## src/rtl/pll_div_pkg.sv

```systemverilog
// Shared constants for the clock multiplier divider configuration block.
package pll_div_pkg;

  ////////////////////////////////////////////////////////////////////////////////
  // Divider widths and ratio offsets.
  localparam int unsigned LS_W         = 20;
  localparam int unsigned HS_W         = 3;
  // A high-speed code of zero divides by four, so the terminal count is code plus three.
  localparam int unsigned HS_TERM_MIN  = 3;

  ////////////////////////////////////////////////////////////////////////////////
  // Register offsets on the serial control port.
  localparam logic [7:0] ADDR_OUT1_MID = 8'h20;
  localparam logic [7:0] ADDR_OUT1_LOW = 8'h21;
  localparam logic [7:0] ADDR_OUT2_HIGH = 8'h22;
  localparam logic [7:0] ADDR_OUT2_MID = 8'h23;
  localparam logic [7:0] ADDR_OUT2_LOW = 8'h24;
  localparam logic [7:0] ADDR_FB_HIGH  = 8'h28;
  localparam logic [7:0] ADDR_FB_MID   = 8'h29;
  localparam logic [7:0] ADDR_FB_LOW   = 8'h2A;

  ////////////////////////////////////////////////////////////////////////////////
  // Values after reset.
  localparam logic [7:0] RST_OUT1_MID  = 8'h00;
  localparam logic [7:0] RST_OUT1_LOW  = 8'h31;
  localparam logic [7:0] RST_OUT2_HIGH = 8'h00;
  localparam logic [7:0] RST_OUT2_MID  = 8'h00;
  localparam logic [7:0] RST_OUT2_LOW  = 8'h31;
  localparam logic [7:0] RST_FB_HIGH   = 8'hC0;
  localparam logic [7:0] RST_FB_MID    = 8'h00;
  localparam logic [7:0] RST_FB_LOW    = 8'hF9;
  localparam logic [7:0] RD_NONE       = 8'h00;

  ////////////////////////////////////////////////////////////////////////////////
  // Field positions inside the upper registers.
  localparam int unsigned FB_HS_MSB    = 7;
  localparam int unsigned FB_HS_LSB    = 5;
  localparam int unsigned LS_TOP_MSB   = 3;

endpackage

```

## src/rtl/div_stage_if.sv

```systemverilog
// Connection between the configuration top and one divider stage.
`timescale 1ns/1ns
`default_nettype none

interface div_stage_if #(parameter int unsigned W = 20);
  logic [W-1:0] value;
  logic         tick_in;
  logic         tick_out;

  // The stage counts input ticks and returns its divided tick.
  modport stage (input value, input tick_in, output tick_out);
  // The top supplies the ratio setting and the source ticks.
  modport feed  (output value, output tick_in, input tick_out);
endinterface

`default_nettype wire

```

## src/rtl/hs_divider.sv

```systemverilog
// High-speed divider stage that divides input ticks by its code plus four.
`timescale 1ns/1ns
`default_nettype none

module hs_divider
  import pll_div_pkg::*;
#(
  parameter int unsigned W = HS_W
) (
  // Clock and reset.
  input  wire logic clk_sys,
  input  wire logic rst_b,
  // Divider stage.
  div_stage_if.stage stg
);

  localparam int unsigned CW = W + 1;

  typedef struct packed {
    logic [CW-1:0] count;
    logic [CW-1:0] term;
    logic          tick;
  } hs_state_s;

  hs_state_s cur;
  hs_state_s next_cur;

  // The code is taken only at a wrap, so a rewrite never cuts a period short.
  always_comb begin
    next_cur      = cur;
    next_cur.tick = 1'b0;
    if (stg.tick_in) begin
      if (cur.count >= cur.term) begin
        next_cur.count = '0;
        next_cur.term  = CW'(stg.value) + CW'(HS_TERM_MIN);
        next_cur.tick  = 1'b1;
      end else begin
        next_cur.count = CW'(cur.count + 1'b1);
      end
    end
  end

  // State register.
  always_ff @(posedge clk_sys or negedge rst_b) begin
    if (!rst_b) begin
      cur <= '{count: '0, term: CW'(HS_TERM_MIN), tick: 1'b0};
    end else begin
      cur <= next_cur;
    end
  end

  assign stg.tick_out = cur.tick;

  ////////////////////////////////////////////////////////////////////////////////
  // Cycle counter between output ticks, used only by the checks below.
  logic [CW-1:0] gap;
  logic          steady;

  always_ff @(posedge clk_sys or negedge rst_b) begin
    if (!rst_b) begin
      gap    <= '0;
      steady <= 1'b0;
    end else if (stg.tick_out) begin
      gap    <= '0;
      steady <= 1'b1;
    end else begin
      gap <= CW'(gap + 1'b1);
      if (!stg.tick_in) begin
        steady <= 1'b0;
      end
    end
  end
endmodule // hs_divider

`default_nettype wire

```

## src/rtl/ls_divider.sv

```systemverilog
// Low-speed divider stage that divides input ticks by its value plus one.
`timescale 1ns/1ns
`default_nettype none

module ls_divider
  import pll_div_pkg::*;
#(
  parameter int unsigned W = LS_W
) (
  // Clock and reset.
  input  wire logic clk_sys,
  input  wire logic rst_b,
  // Divider stage.
  div_stage_if.stage stg
);

  typedef struct packed {
    logic [W-1:0] count;
    logic [W-1:0] term;
    logic         tick;
  } ls_state_s;

  ls_state_s cur;
  ls_state_s next_cur;

  // A zero terminal count passes every tick, giving a ratio of one.
  always_comb begin
    next_cur      = cur;
    next_cur.tick = 1'b0;
    if (stg.tick_in) begin
      if (cur.count >= cur.term) begin
        next_cur.count = '0;
        next_cur.term  = stg.value;
        next_cur.tick  = 1'b1;
      end else begin
        next_cur.count = W'(cur.count + 1'b1);
      end
    end
  end

  // State register.
  always_ff @(posedge clk_sys or negedge rst_b) begin
    if (!rst_b) begin
      cur <= '{count: '0, term: '0, tick: 1'b0};
    end else begin
      cur <= next_cur;
    end
  end

  assign stg.tick_out = cur.tick;

  ////////////////////////////////////////////////////////////////////////////////
  // Input ticks seen since the last output tick, used only by the checks below.
  logic [W:0] seen;
  logic       armed;

  always_ff @(posedge clk_sys or negedge rst_b) begin
    if (!rst_b) begin
      seen  <= '0;
      armed <= 1'b0;
    end else if (stg.tick_out) begin
      seen  <= (W+1)'(stg.tick_in);
      armed <= 1'b1;
    end else if (stg.tick_in) begin
      seen <= (W+1)'(seen + 1'b1);
    end
  end
endmodule // ls_divider

`default_nettype wire

```

## src/rtl/pll_divider_config.sv

```systemverilog
// Divider configuration registers and divider chain for the clock multiplier.
//
// Overview of operation
// - Output one divider, 20 bits, zero or odd.
// - Output two divider, 20 bits, zero or odd.
// - Zero output divider value means divide by one.
// - Feedback high-speed divider divides by code plus four.
// - Feedback low-speed divides by value plus one.
// - Feedback low-speed output drives the phase detector.
// - Shared high-speed divider feeds both output dividers.
`timescale 1ns/1ns
`default_nettype none

module pll_divider_config
  import pll_div_pkg::*;
(
  // Clock and reset.
  input  wire logic              clk_sys,
  input  wire logic              rst_b,
  // Register port from the serial control decoder.
  input  wire logic [7:0]        reg_addr,
  input  wire logic [7:0]        reg_wdata,
  input  wire logic              reg_wr,
  input  wire logic              reg_rd,
  output logic      [7:0]        reg_rdata,
  // Settings held in neighbouring registers.
  input  wire logic [HS_W-1:0]   shared_output_highspeed_div,
  input  wire logic [3:0]        out1_div_high,
  // Divided clock ticks.
  output logic                   output_clock_one,
  output logic                   output_clock_two,
  output logic                   pd_feedback_clock
);

  ////////////////////////////////////////////////////////////////////////////////
  // Register state.

  typedef struct packed {
    logic [7:0] out1_mid;
    logic [7:0] out1_low;
    logic [3:0] out2_high;
    logic [7:0] out2_mid;
    logic [7:0] out2_low;
    logic [2:0] fb_hs;
    logic [3:0] fb_ls_high;
    logic [7:0] fb_mid;
    logic [7:0] fb_low;
    logic [7:0] rdata;
  } regs_s;

  regs_s cur;
  regs_s next_cur;

  // Tells whether an offset belongs to this block.
  function automatic logic is_mapped(input logic [7:0] addr);
    logic hit;
    hit = 1'b0;
    case (addr)
      ADDR_OUT1_MID, ADDR_OUT1_LOW, ADDR_OUT2_HIGH, ADDR_OUT2_MID,
      ADDR_OUT2_LOW, ADDR_FB_HIGH, ADDR_FB_MID, ADDR_FB_LOW: begin
        hit = 1'b1;
      end
      default: begin
        hit = 1'b0;
      end
    endcase
    return hit;
  endfunction

  // Builds the read byte; reserved bits and unknown offsets read as zero.
  function automatic logic [7:0] read_mux(input logic [7:0] addr, input regs_s r);
    logic [7:0] data;
    data = RD_NONE;
    case (addr)
      ADDR_OUT1_MID: begin
        data = r.out1_mid;
      end
      ADDR_OUT1_LOW: begin
        data = r.out1_low;
      end
      ADDR_OUT2_HIGH: begin
        data = {4'h0, r.out2_high};
      end
      ADDR_OUT2_MID: begin
        data = r.out2_mid;
      end
      ADDR_OUT2_LOW: begin
        data = r.out2_low;
      end
      ADDR_FB_HIGH: begin
        data = {r.fb_hs, 1'b0, r.fb_ls_high};
      end
      ADDR_FB_MID: begin
        data = r.fb_mid;
      end
      ADDR_FB_LOW: begin
        data = r.fb_low;
      end
      default: begin
        data = RD_NONE;
      end
    endcase
    return data;
  endfunction

  ////////////////////////////////////////////////////////////////////////////////
  // Register writes and reads.

  // Writes land at the edge; a read in the same cycle returns the old byte.
  always_comb begin
    next_cur = cur;
    if (reg_wr) begin
      case (reg_addr)
        ADDR_OUT1_MID: begin
          next_cur.out1_mid = reg_wdata;
        end
        ADDR_OUT1_LOW: begin
          next_cur.out1_low = reg_wdata;
        end
        ADDR_OUT2_HIGH: begin
          next_cur.out2_high = reg_wdata[LS_TOP_MSB:0];
        end
        ADDR_OUT2_MID: begin
          next_cur.out2_mid = reg_wdata;
        end
        ADDR_OUT2_LOW: begin
          next_cur.out2_low = reg_wdata;
        end
        ADDR_FB_HIGH: begin
          next_cur.fb_hs      = reg_wdata[FB_HS_MSB:FB_HS_LSB];
          next_cur.fb_ls_high = reg_wdata[LS_TOP_MSB:0];
        end
        ADDR_FB_MID: begin
          next_cur.fb_mid = reg_wdata;
        end
        ADDR_FB_LOW: begin
          next_cur.fb_low = reg_wdata;
        end
        default: begin
          next_cur.fb_low = cur.fb_low;
        end
      endcase
    end
    if (reg_rd) begin
      next_cur.rdata = read_mux(reg_addr, cur);
    end
  end

  // Register bank with its documented reset contents.
  always_ff @(posedge clk_sys or negedge rst_b) begin
    if (!rst_b) begin
      cur <= '{
        out1_mid:   RST_OUT1_MID,
        out1_low:   RST_OUT1_LOW,
        out2_high:  RST_OUT2_HIGH[LS_TOP_MSB:0],
        out2_mid:   RST_OUT2_MID,
        out2_low:   RST_OUT2_LOW,
        fb_hs:      RST_FB_HIGH[FB_HS_MSB:FB_HS_LSB],
        fb_ls_high: RST_FB_HIGH[LS_TOP_MSB:0],
        fb_mid:     RST_FB_MID,
        fb_low:     RST_FB_LOW,
        rdata:      RD_NONE
      };
    end else begin
      cur <= next_cur;
    end
  end

  assign reg_rdata = cur.rdata;

  ////////////////////////////////////////////////////////////////////////////////
  // Divider chain.
  // Each system clock cycle stands for one oscillator cycle at the chain's head.

  div_stage_if #(.W(HS_W)) shared_hs_if ();
  div_stage_if #(.W(HS_W)) fb_hs_if ();
  div_stage_if #(.W(LS_W)) fb_ls_if ();
  div_stage_if #(.W(LS_W)) out_if [2] ();

  // Shared output high-speed stage.
  assign shared_hs_if.value   = shared_output_highspeed_div;
  assign shared_hs_if.tick_in = 1'b1;

  hs_divider #(.W(HS_W)) u_shared_hs (
    .clk_sys (clk_sys),
    .rst_b   (rst_b),
    .stg     (shared_hs_if)
  );

  // Output divider settings, upper output one bits come from outside.
  assign out_if[0].value = {out1_div_high, cur.out1_mid, cur.out1_low};
  assign out_if[1].value = {cur.out2_high, cur.out2_mid, cur.out2_low};

  // Both output low-speed stages count the shared high-speed ticks.
  for (genvar g = 0; g < 2; g++) begin : g_out
    assign out_if[g].tick_in = shared_hs_if.tick_out;

    ls_divider #(.W(LS_W)) u_out_ls (
      .clk_sys (clk_sys),
      .rst_b   (rst_b),
      .stg     (out_if[g])
    );
  end

  assign output_clock_one = out_if[0].tick_out;
  assign output_clock_two = out_if[1].tick_out;

  // Feedback high-speed stage followed by the feedback low-speed stage.
  assign fb_hs_if.value   = cur.fb_hs;
  assign fb_hs_if.tick_in = 1'b1;

  hs_divider #(.W(HS_W)) u_fb_hs (
    .clk_sys (clk_sys),
    .rst_b   (rst_b),
    .stg     (fb_hs_if)
  );

  assign fb_ls_if.value   = {cur.fb_ls_high, cur.fb_mid, cur.fb_low};
  assign fb_ls_if.tick_in = fb_hs_if.tick_out;

  ls_divider #(.W(LS_W)) u_fb_ls (
    .clk_sys (clk_sys),
    .rst_b   (rst_b),
    .stg     (fb_ls_if)
  );

  // The phase detector compares this tick with the divided reference.
  assign pd_feedback_clock = fb_ls_if.tick_out;
endmodule // pll_divider_config

`default_nettype wire

```

## config.mk

```make
export PLATFORM = sky130hd
export DESIGN_NAME = pll_divider_config
export DESIGN_NICKNAME = d
export VERILOG_FILES = /design/src/rtl/pll_div_pkg.sv /design/src/rtl/div_stage_if.sv /design/src/rtl/hs_divider.sv /design/src/rtl/ls_divider.sv /design/src/rtl/pll_divider_config.sv
export SDC_FILE = /design/constraint.sdc
export NUM_CORES = 1
export LEC_CHECK = 0
export BUFFER_PORTS_ARGS = -buffer_cell sky130_fd_sc_hd__buf_2
export CAP_MARGIN = 40
export CORE_ASPECT_RATIO = 2
export CORE_MARGIN = 10
export CORE_UTILIZATION = 45
export DETAILED_ROUTE_END_ITERATION = 12
export PLACE_DENSITY = 0.65
export SLEW_MARGIN = 20
export SYNTH_ARGS = -nofsm -noshare
export SYNTH_HDL_FRONTEND = slang
export SYNTH_HIERARCHICAL = 1
export SYNTH_SLANG_ARGS = --single-unit
```

## constraint.sdc

```tcl
create_clock -name clk_sys -period 3.56 [get_ports clk_sys]
set_clock_uncertainty 0.05 [all_clocks]
set_input_delay 0.534 -clock clk_sys [delete_from_list [all_inputs] [get_ports clk_sys]]
set_output_delay 0.534 -clock clk_sys [all_outputs]
set_load 0.01 [all_outputs]
```

; Word level (Yosys, flattened, before mapping)
; Cells that the tools add are included.
[word_totals]
register_bits = 208
inputBits = 27
[op_classes]
eq_ne = 8
n_addsub = 7
magnitude_cmp = 5
mux = 14
n_reduce_logical = 11
[op_table]
columns = op, count
row1 = "== test 8 x 6 -> 1 bit, second input constant", 8
row2 = one-hot mux 8 bit (8 select lines), 1
row3 = "adder 20 x 1 -> 20 bit, second input constant", 3
row4 = greater-or-equal comparator 20 bit, 3
row5 = 2-to-1 mux 20 bit, 3
row6 = AND reduction 2 bit, 11
row7 = "adder 3 x 2 -> 4 bit, second input constant", 2
row8 = "adder 4 x 1 -> 4 bit, second input constant", 2
row9 = greater-or-equal comparator 4 bit, 2
row10 = 2-to-1 mux 1 bit, 8
row11 = 2-to-1 mux 4 bit, 2

; Longest topological paths before layout
; Gate-level depths: netlist of run 1.
[depth]
ltp_word = 3
mapped_depth = 10

; Hierarchy
; The synthesis of run 1 kept the hierarchy.
[modules_own_cells]
columns = mod, seq_area_each_um2, area_per_inst_um2, cells_per_inst, n_inst
row1 = ls_divider at g_out[0].u_out_ls ..., 1026.0, 2348.5, 219, 2
row2 = pll_divider_config, 1694.1, 3377.0, 257, 1
row3 = ls_divider at g_out[1].u_out_ls, 1026.0, 2338.5, 213, 1
row4 = hs_divider, 227.7, 525.5, 48, 2

; Least setup slack after synthesis of run 1
; Ideal clock, no wire load.
[synth_path]
path_type = register to register
startpoint = register g_out[0].u_out_ls/cur[35] (netlist bit)
endpoint = register g_out[0].u_out_ls/cur[10] (netlist bit)
required_time_ps = 3385
stages_incl_launch_ff = 9
path_buffers = 1
arrival_ps = 2212
setup_slack_ps = 1173
cell_sequence = dfrtp_1 -> ha_1 -> a21o_1 -> a21oi_2 -> a21oi_2 -> a2111oi_4 -> a21boi_4 -> buf_6 -> mux2_4
[synth_via]
elab_chain_cells = 2
[synth_lines]
columns = element, line
row1 = from (decl), ls_divider.sv:23  ; ls_state_s cur;
row2 = from (signal assigned), ls_divider.sv:44  ; cur <= '{count: '0, term: '0, tick: 1'b0};
row3 = from (signal assigned), ls_divider.sv:46  ; cur <= next_cur;
row4 = greater-or-equal comparator 20 bit, ls_divider.sv:31  ; if (cur.count >= cur.term) begin
row5 = AND reduction 2 bit (no source line), -
; No other way between the ends.
; A chain may end at the register's enable or synchronous reset.

; Final worst setup path of run 1
[layout_path]
startpoint = register g_out[1].u_out_ls/cur[40] (netlist bit)
endpoint = register g_out[1].u_out_ls/cur[20] (netlist bit)
[layout_via]
elab_chain_cells = 2
[layout_lines]
columns = element, line
row1 = from (decl), ls_divider.sv:23
row2 = from (signal assigned), ls_divider.sv:44
row3 = from (signal assigned), ls_divider.sv:46
row4 = greater-or-equal comparator 20 bit, ls_divider.sv:31
row5 = AND reduction 2 bit (no source line), -
; No other way between the ends.

==> summary.txt, run 1 <==
final hold vios -> 0
# IOs -> 38
Avg Vias per Cell -> 5.53
crit path DAT -> 3.22 ns
die width -> 133 µm
wire per inst -> 19.2 µm
mux share of post-synthesis cell area -> 0.150
async set-reset flop share out of synthesis -> 1.00
#FFs+latches synth -> 208
Seq pwr share -> 0.388
Least-Margin Pin Slew -> 0.813 ns
diode count -> 0
static leakage -> 5.91 nW
crit path max fanout -> 20
CP Capture Type -> flop
Post-Syn Instances -> 1004
Synth Area in Simple Gates -> 0.130
EDFF count, synth -> 0
Seq/Total Area, Yosys -> 0.456
H-tree depth -> 1
Routed WL -> 26700 µm
YS warnings -> 6
DRC viols -> 0
Internal -> 5.25 mW
Synth Flop Type -> dfrtp_1
startpoint types -> flop
largest family of logic cells by synthesized area -> multiplexers
number of core rows -> 82
Initial Utilization -> 0.456
post-CTS setup buffer count -> 0
Num CTS Buffers -> 21
sw frac -> 0.331
max-cap viol count -> 0
clk_lat worst skew -> 0.51 ns
hpwl dp -> 19900 µm
setup TNS -> 0 ns
Power per Cell Area -> 615 nW/µm²
Slew headroom -> 0.444
Die H -> 246 µm
Fmax -> 0.348 GHz
RSZ-0062 raised after global routing -> no
post_cts resized -> 0
number of library cell types mapped by synthesis -> 76
Die Area -> 32600 µm²
Port Buffer Count -> 37
CTS Buffer Depth -> 3
first-pass GRT wire length -> 43000 µm
Mapped Area -> 11500 µm²
most common cell after layout, fill and taps aside -> dfrtp_1
post-synthesis adder-cell area fraction -> 0.0819
vias in the first global route -> 7983
Post-Layout Inst Area -> 12700 µm²
placed cell area -> 12000 µm²
final core occ -> 0.507
critical path required time -> 3.90 ns
most frequent cells in the layout -> dfrtp_1 (190), inv_1 (104), mux2_2 (80), ha_1 (75), nor2_1 (70)
DRT iter0 DRCs -> 379
global route overflow -> 0
Fin Hold WS -> 0.0115 ns
vias -> 7704
clk slew on worst S/H paths -> 0.06 ns
net switching power -> 2.59 mW
Comb power frac -> 0.301
fin crit share -> 0.807
fin. max-slew vios -> 0
largest net degree at the start of global routing -> 99
Compound-Gate Fraction of Synth Area -> 0.0924
Worst Hold Class -> input port to async pin
Peak VDD IR -> 0.000480 V
Synth Area in XOR/XNOR -> 0.0344
core box area -> 25100 µm²
CP Class -> flop to flop
status -> complete, no violations
clk sinks -> 208
CTS tree -> yes
nets -> 1145
layout cell share with drive strength beyond 1 -> 0.245
endpoints failing setup -> 0
Layout Area Growth over Synthesis -> 11.2%
gpl congestion -> 0.928
drt first pass iters -> 4
initial antenna violation count -> 1
minimum clock period -> 2.87 ns
Root Buffer -> clkbuf_16
Clk pwr share -> 0.310
Avg Inst Size Synth -> 11.4 µm²
Post-DRT Antenna Nets -> 0
GRT Total Usage -> 0.163
cts hold-fix bufs -> 0
## metal layers
metal	track usage	vias up	routed length (µm)	part of all wire
met4	0.0855	2	1280	0.048
li1	-	3638	-	-
met3	0.0186	77	743	0.028
met1	0.166	3816	9770	0.37
met2	0.314	171	14900	0.56
met5	0	-	9	0.00034
## cell families (layout without fill, tap and decap cells)
kind of cell,count (synthesis),count (layout)
AO/OA/AOI/OAI,135,135
XOR/XNOR,45,45
adder cells (fa/ha/maj),75,75
buffers and inverters,138,190
flip-flops,208,208
multiplexers,141,141
other,1,2
AND/OR/NAND/NOR,261,261
## worst paths after layout
kind | to | slack (ns) | cells after the start | from
max in group asynchronous | g_out[0].u_out_ls/cur[13]$_DFFE_PN0P_ | 2.59 | 2 | rst_b
min reg2reg | u_shared_hs/cur[2]$_DFFE_PN1P_ | 0.44 | 2 | u_shared_hs/cur[2]$_DFFE_PN1P_
min | u_fb_hs/cur[6]$_DFFE_PN0P_ | 0.01 | 1 | rst_b
max | g_out[1].u_out_ls/cur[20]$_DFFE_PN0P_ | 0.69 | 8 | g_out[1].u_out_ls/cur[40]$_DFFE_PN0P_
max reg2reg | g_out[1].u_out_ls/cur[20]$_DFFE_PN0P_ | 0.69 | 8 | g_out[1].u_out_ls/cur[40]$_DFFE_PN0P_
min in group clk_sys | g_out[0].u_out_ls/cur[19]$_DFFE_PN0P_ | 0.21 | 2 | out1_div_high[2]
## worst max-delay path, stage by stage, from the launching register on
cell and delay (ns):
dfrtp_1 0.40, ha_1 0.34, nand4_1 0.15, or2_2 0.37, a21oi_1 0.22, a2111oi_4 0.10
a21boi_4 0.50, buf_12 0.26, mux2_2 0.36
## registers in the layout (all words and copies together), names as in the netlist, 2 cells and up
register / cells
g_out.u_out_ls/stg.tick_out: 2
reg_rdata: 8
u_fb_ls/cur: 40
u_fb_hs/cur: 8
u_shared_hs/cur: 8
fb_hs_if.value: 3
cur: 56
g_out.u_out_ls/cur: 80
## cell usage after synthesis (all sizes together), types with 18 or more instances
cell type    n  area (µm²)
nor2        73         295
mux2       123        1540
a21oi       33         188
inv        104         390
dfstp       18         473
mux2i       18         180
dfrtp      190        4750
buf         26         203
nand4       40         280
nand3       28         153
ha          75         938
xor2        28         245
o21ai       25         155
nand2       53         230
## final cells by class
cell class                 instances  area, µm²
fill                            2245      12400
inverter                         104        390
tap                              336        420
multi-input combinational        659       5620
clock buffer                      26        554
timing repair buffer              49        343
clock inverter                    11        193
sequential                       208       5230
## stage by stage
step                      power [mW]  cells  worst slack (ns)
final                           7.84   1393             0.686
after global routing            8.29   1393             0.550
after CTS                       7.90   1393             0.674
after detailed placement        5.45   1356             0.696
after global placement          5.37   1355             0.730
after floorplan                 4.84   1005              1.17
## power groups by stage
stage	registers (mW)	clock network (mW)	logic, mW
after floorplan	2.98	0	1.87
after global placement	3.09	0	2.28
after detailed placement	3.08	0	2.36
after CTS	3.04	2.48	2.38
after global routing	3.10	2.58	2.62
final	3.04	2.43	2.36
Power figures use the tool's default switching activity.
==> inputs of run 2 (changes only) <==
- clock period: 3.56 -> 3 ns (I/O delays scaled with it)
==> summary.txt, run 2 (synthesized netlist as in run 1, its figures left out) <==
status -> complete, no violations
Num CTS Buffers -> 20 (-4.8%)
setup TNS -> 0 ns (unchanged)
Worst Hold Depth -> 2
Peak VDD IR -> 0.000915 V (+91%)
vias -> 7738 (+0.44%)
RSZ-0062 raised after global routing -> no
Die H -> 246 µm (unchanged)
setup ws final -> 0.265 ns (-0.421 ns)
reg-to-reg endpoint -> u_fb_ls/cur[4]$_DFFE_PN0P_
core box area -> 25100 µm² (unchanged)
Worst Hold End -> g_out[0].u_out_ls/cur[18]$_DFFE_PN0P_
endpoints failing setup -> 0 (unchanged)
critical-path cell list -> inv_1 -> ha_1 -> nand2b_1 -> a2111oi_0 -> nor4_1 -> o21ai_2 -> a21boi_4 -> buf_16 -> mux2_2
fin. max-slew vios -> 0 (unchanged)
vias in the first global route -> 8148 (+2.1%)
global route overflow -> 0 (unchanged)
initial antenna violation count -> 1 (unchanged)
pre-CTS setup slack -> 0.201 ns (-0.494 ns)
Routed WL -> 26400 µm (-1.4%)
wire per inst -> 18.7 µm (-2.6%)
hpwl dp -> 20300 µm (+2.3%)
Least-Margin Pin Slew -> 0.722 ns (-0.0911 ns)
Power per Cell Area -> 720 nW/µm² (+17%)
drt first pass iters -> 5 (+1)
first-pass GRT wire length -> 43300 µm (+0.63%)
Avg Vias per Cell -> 5.49 (-0.77%)
Post-Layout Inst Area -> 12800 µm² (+0.74%)
post_cts resized -> 0 (unchanged)
CP max stage cell -> a21boi_4
Largest Register -> g_out.u_out_ls/cur
placed cell area -> 12100 µm² (+1.2%)
most common cell after layout, fill and taps aside -> dfrtp_1
clk slew on worst S/H paths -> 0.07 ns (about the same)
fin crit share -> 0.912 (+0.104)
min-delay src -> out1_div_high[1]
Slew headroom -> 0.519 (+0.0747)
gpl congestion -> 0.911 (-1.9%)
worst r2r src -> u_fb_ls/cur[21]$_DFFE_PN0P_
CP Class -> flop to flop
max-cap viol count -> 0 (unchanged)
clk sinks -> 208 (unchanged)
post-CTS setup buffer count -> 0 (unchanged)
Worst Setup SP -> u_fb_ls/cur[21]$_DFFE_PN0P_
slowest stage delay, CP -> 0.50 ns (about the same)
Reg2Reg Depth -> 9 (+1)
crit path max fanout -> 17 (-15%)
Port Buffer Count -> 37 (unchanged)
crit path DAT -> 3.08 ns (-0.14 ns)
Root Buffer -> clkbuf_16
worst reg-to-reg setup slack -> 0.26 ns (-0.42 ns)
CP Capture Type -> flop
DRT iter0 DRCs -> 340 (-10%)
final hold vios -> 0 (unchanged)
most frequent cells in the layout -> dfrtp_1 (190), inv_1 (104), mux2_2 (80), ha_1 (75), nor2_1 (70)
Initial Utilization -> 0.456 (unchanged)
die width -> 133 µm (unchanged)
number of core rows -> 82 (unchanged)
layout cell share with drive strength beyond 1 -> 0.257 (+0.0122)
biggest regs -> g_out.u_out_ls/cur (80), cur (56), u_fb_ls/cur (40)
Post-DRT Antenna Nets -> 0 (unchanged)
Layout Area Growth over Synthesis -> 12.0%
Fmax -> 0.366 GHz (+5.1%)
GRT Total Usage -> 0.164 (+0.00129)
# IOs -> 38 (unchanged)
H-tree depth -> 1 (unchanged)
Filler cells -> 2258 (+0.58%)
CTS tree -> yes
Pwr Total -> 9.25 mW (+18%)
minimum clock period -> 2.74 ns (-0.139 ns)
Worst Hold Class -> input port to flop
startpoint types -> flop
clk_lat worst skew -> 0.51 ns (about the same)
CTS Buffer Depth -> 3 (unchanged)
critical path required time -> 3.35 ns (-0.55 ns)
static leakage -> 5.98 nW (+1.2%)
DRC viols -> 0 (unchanged)
largest net degree at the start of global routing -> 92 (-7.1%)
Die Area -> 32600 µm² (unchanged)
max reg flops -> 80 (unchanged)
nets -> 1161 (+1.4%)
[run 2: where the power goes]
part | total, mW | switching (mW) | internal (mW) | leakage (nW)
sequential | 3.62 | 0.374 | 3.25 | 2.78
combinational | 2.97 | 1.59 | 1.37 | 2.86
clock | 2.66 | 1.14 | 1.52 | 0.335
[run 2: critical path: cells and delay by family (launching register included)]
family                     cells  cell delay, ns
muxes                          1            0.34
DFF                            1            0.39
adders and majority gates      1            0.26
AOI/OAI and AO/OA              3            0.73
buffers and inverters          2            0.32
and+or+nand+nor                2            0.51
[run 2: area by class of cell]
type                    instances  area [µm²]  share of cell area
flip-flops and latches        208        5230               0.407
clock inverters                11         128             0.00994
well taps                     336         420              0.0327
inverters                     104         390              0.0304
diodes                          1        2.50            0.000195
multi-input cells             659        5620               0.437
clock buffers                  25         561              0.0437
repair buffers                 66         493              0.0384
[run 2: per-stage QoR]
stage	utilization	hold slack (ns)	instances
3_5_place_dp	0.483	0.434	1372
2_1_floorplan	-	0.104	1005
5_1_grt	0.511	0.115	1410
4_1_cts	0.511	0.111	1409
3_3_place_gp	0.481	0.433	1370
6_report	0.511	0.127	1410
[run 2: layer usage]
layer	global-route usage	share of wire	vias to the layer above
met5	0	0	-
met4	0.0998	0.061	0
met3	0.0225	0.028	82
met2	0.313	0.55	136
met1	0.162	0.36	3835
li1	-	-	3685
[run 2: worst max path at each step]
stage | to | cells past startpoint
after floorplan | g_out[0].u_out_ls/cur[10]$_DFFE_PN0P_ | 8
after global placement | u_fb_ls/cur[6]$_DFFE_PN0P_ | 8
after detailed placement | u_fb_ls/cur[6]$_DFFE_PN0P_ | 9
after CTS | u_fb_ls/cur[4]$_DFFE_PN0P_ | 9
after global routing | u_fb_ls/cur[3]$_DFFE_PN0P_ | 9
final | u_fb_ls/cur[4]$_DFFE_PN0P_ | 9
[run 2: repair_timing]
item	in CTS	in global routing
hold buffers	1	0
endpoints found under the setup margin	0	0
endpoints found under the hold margin	76	0
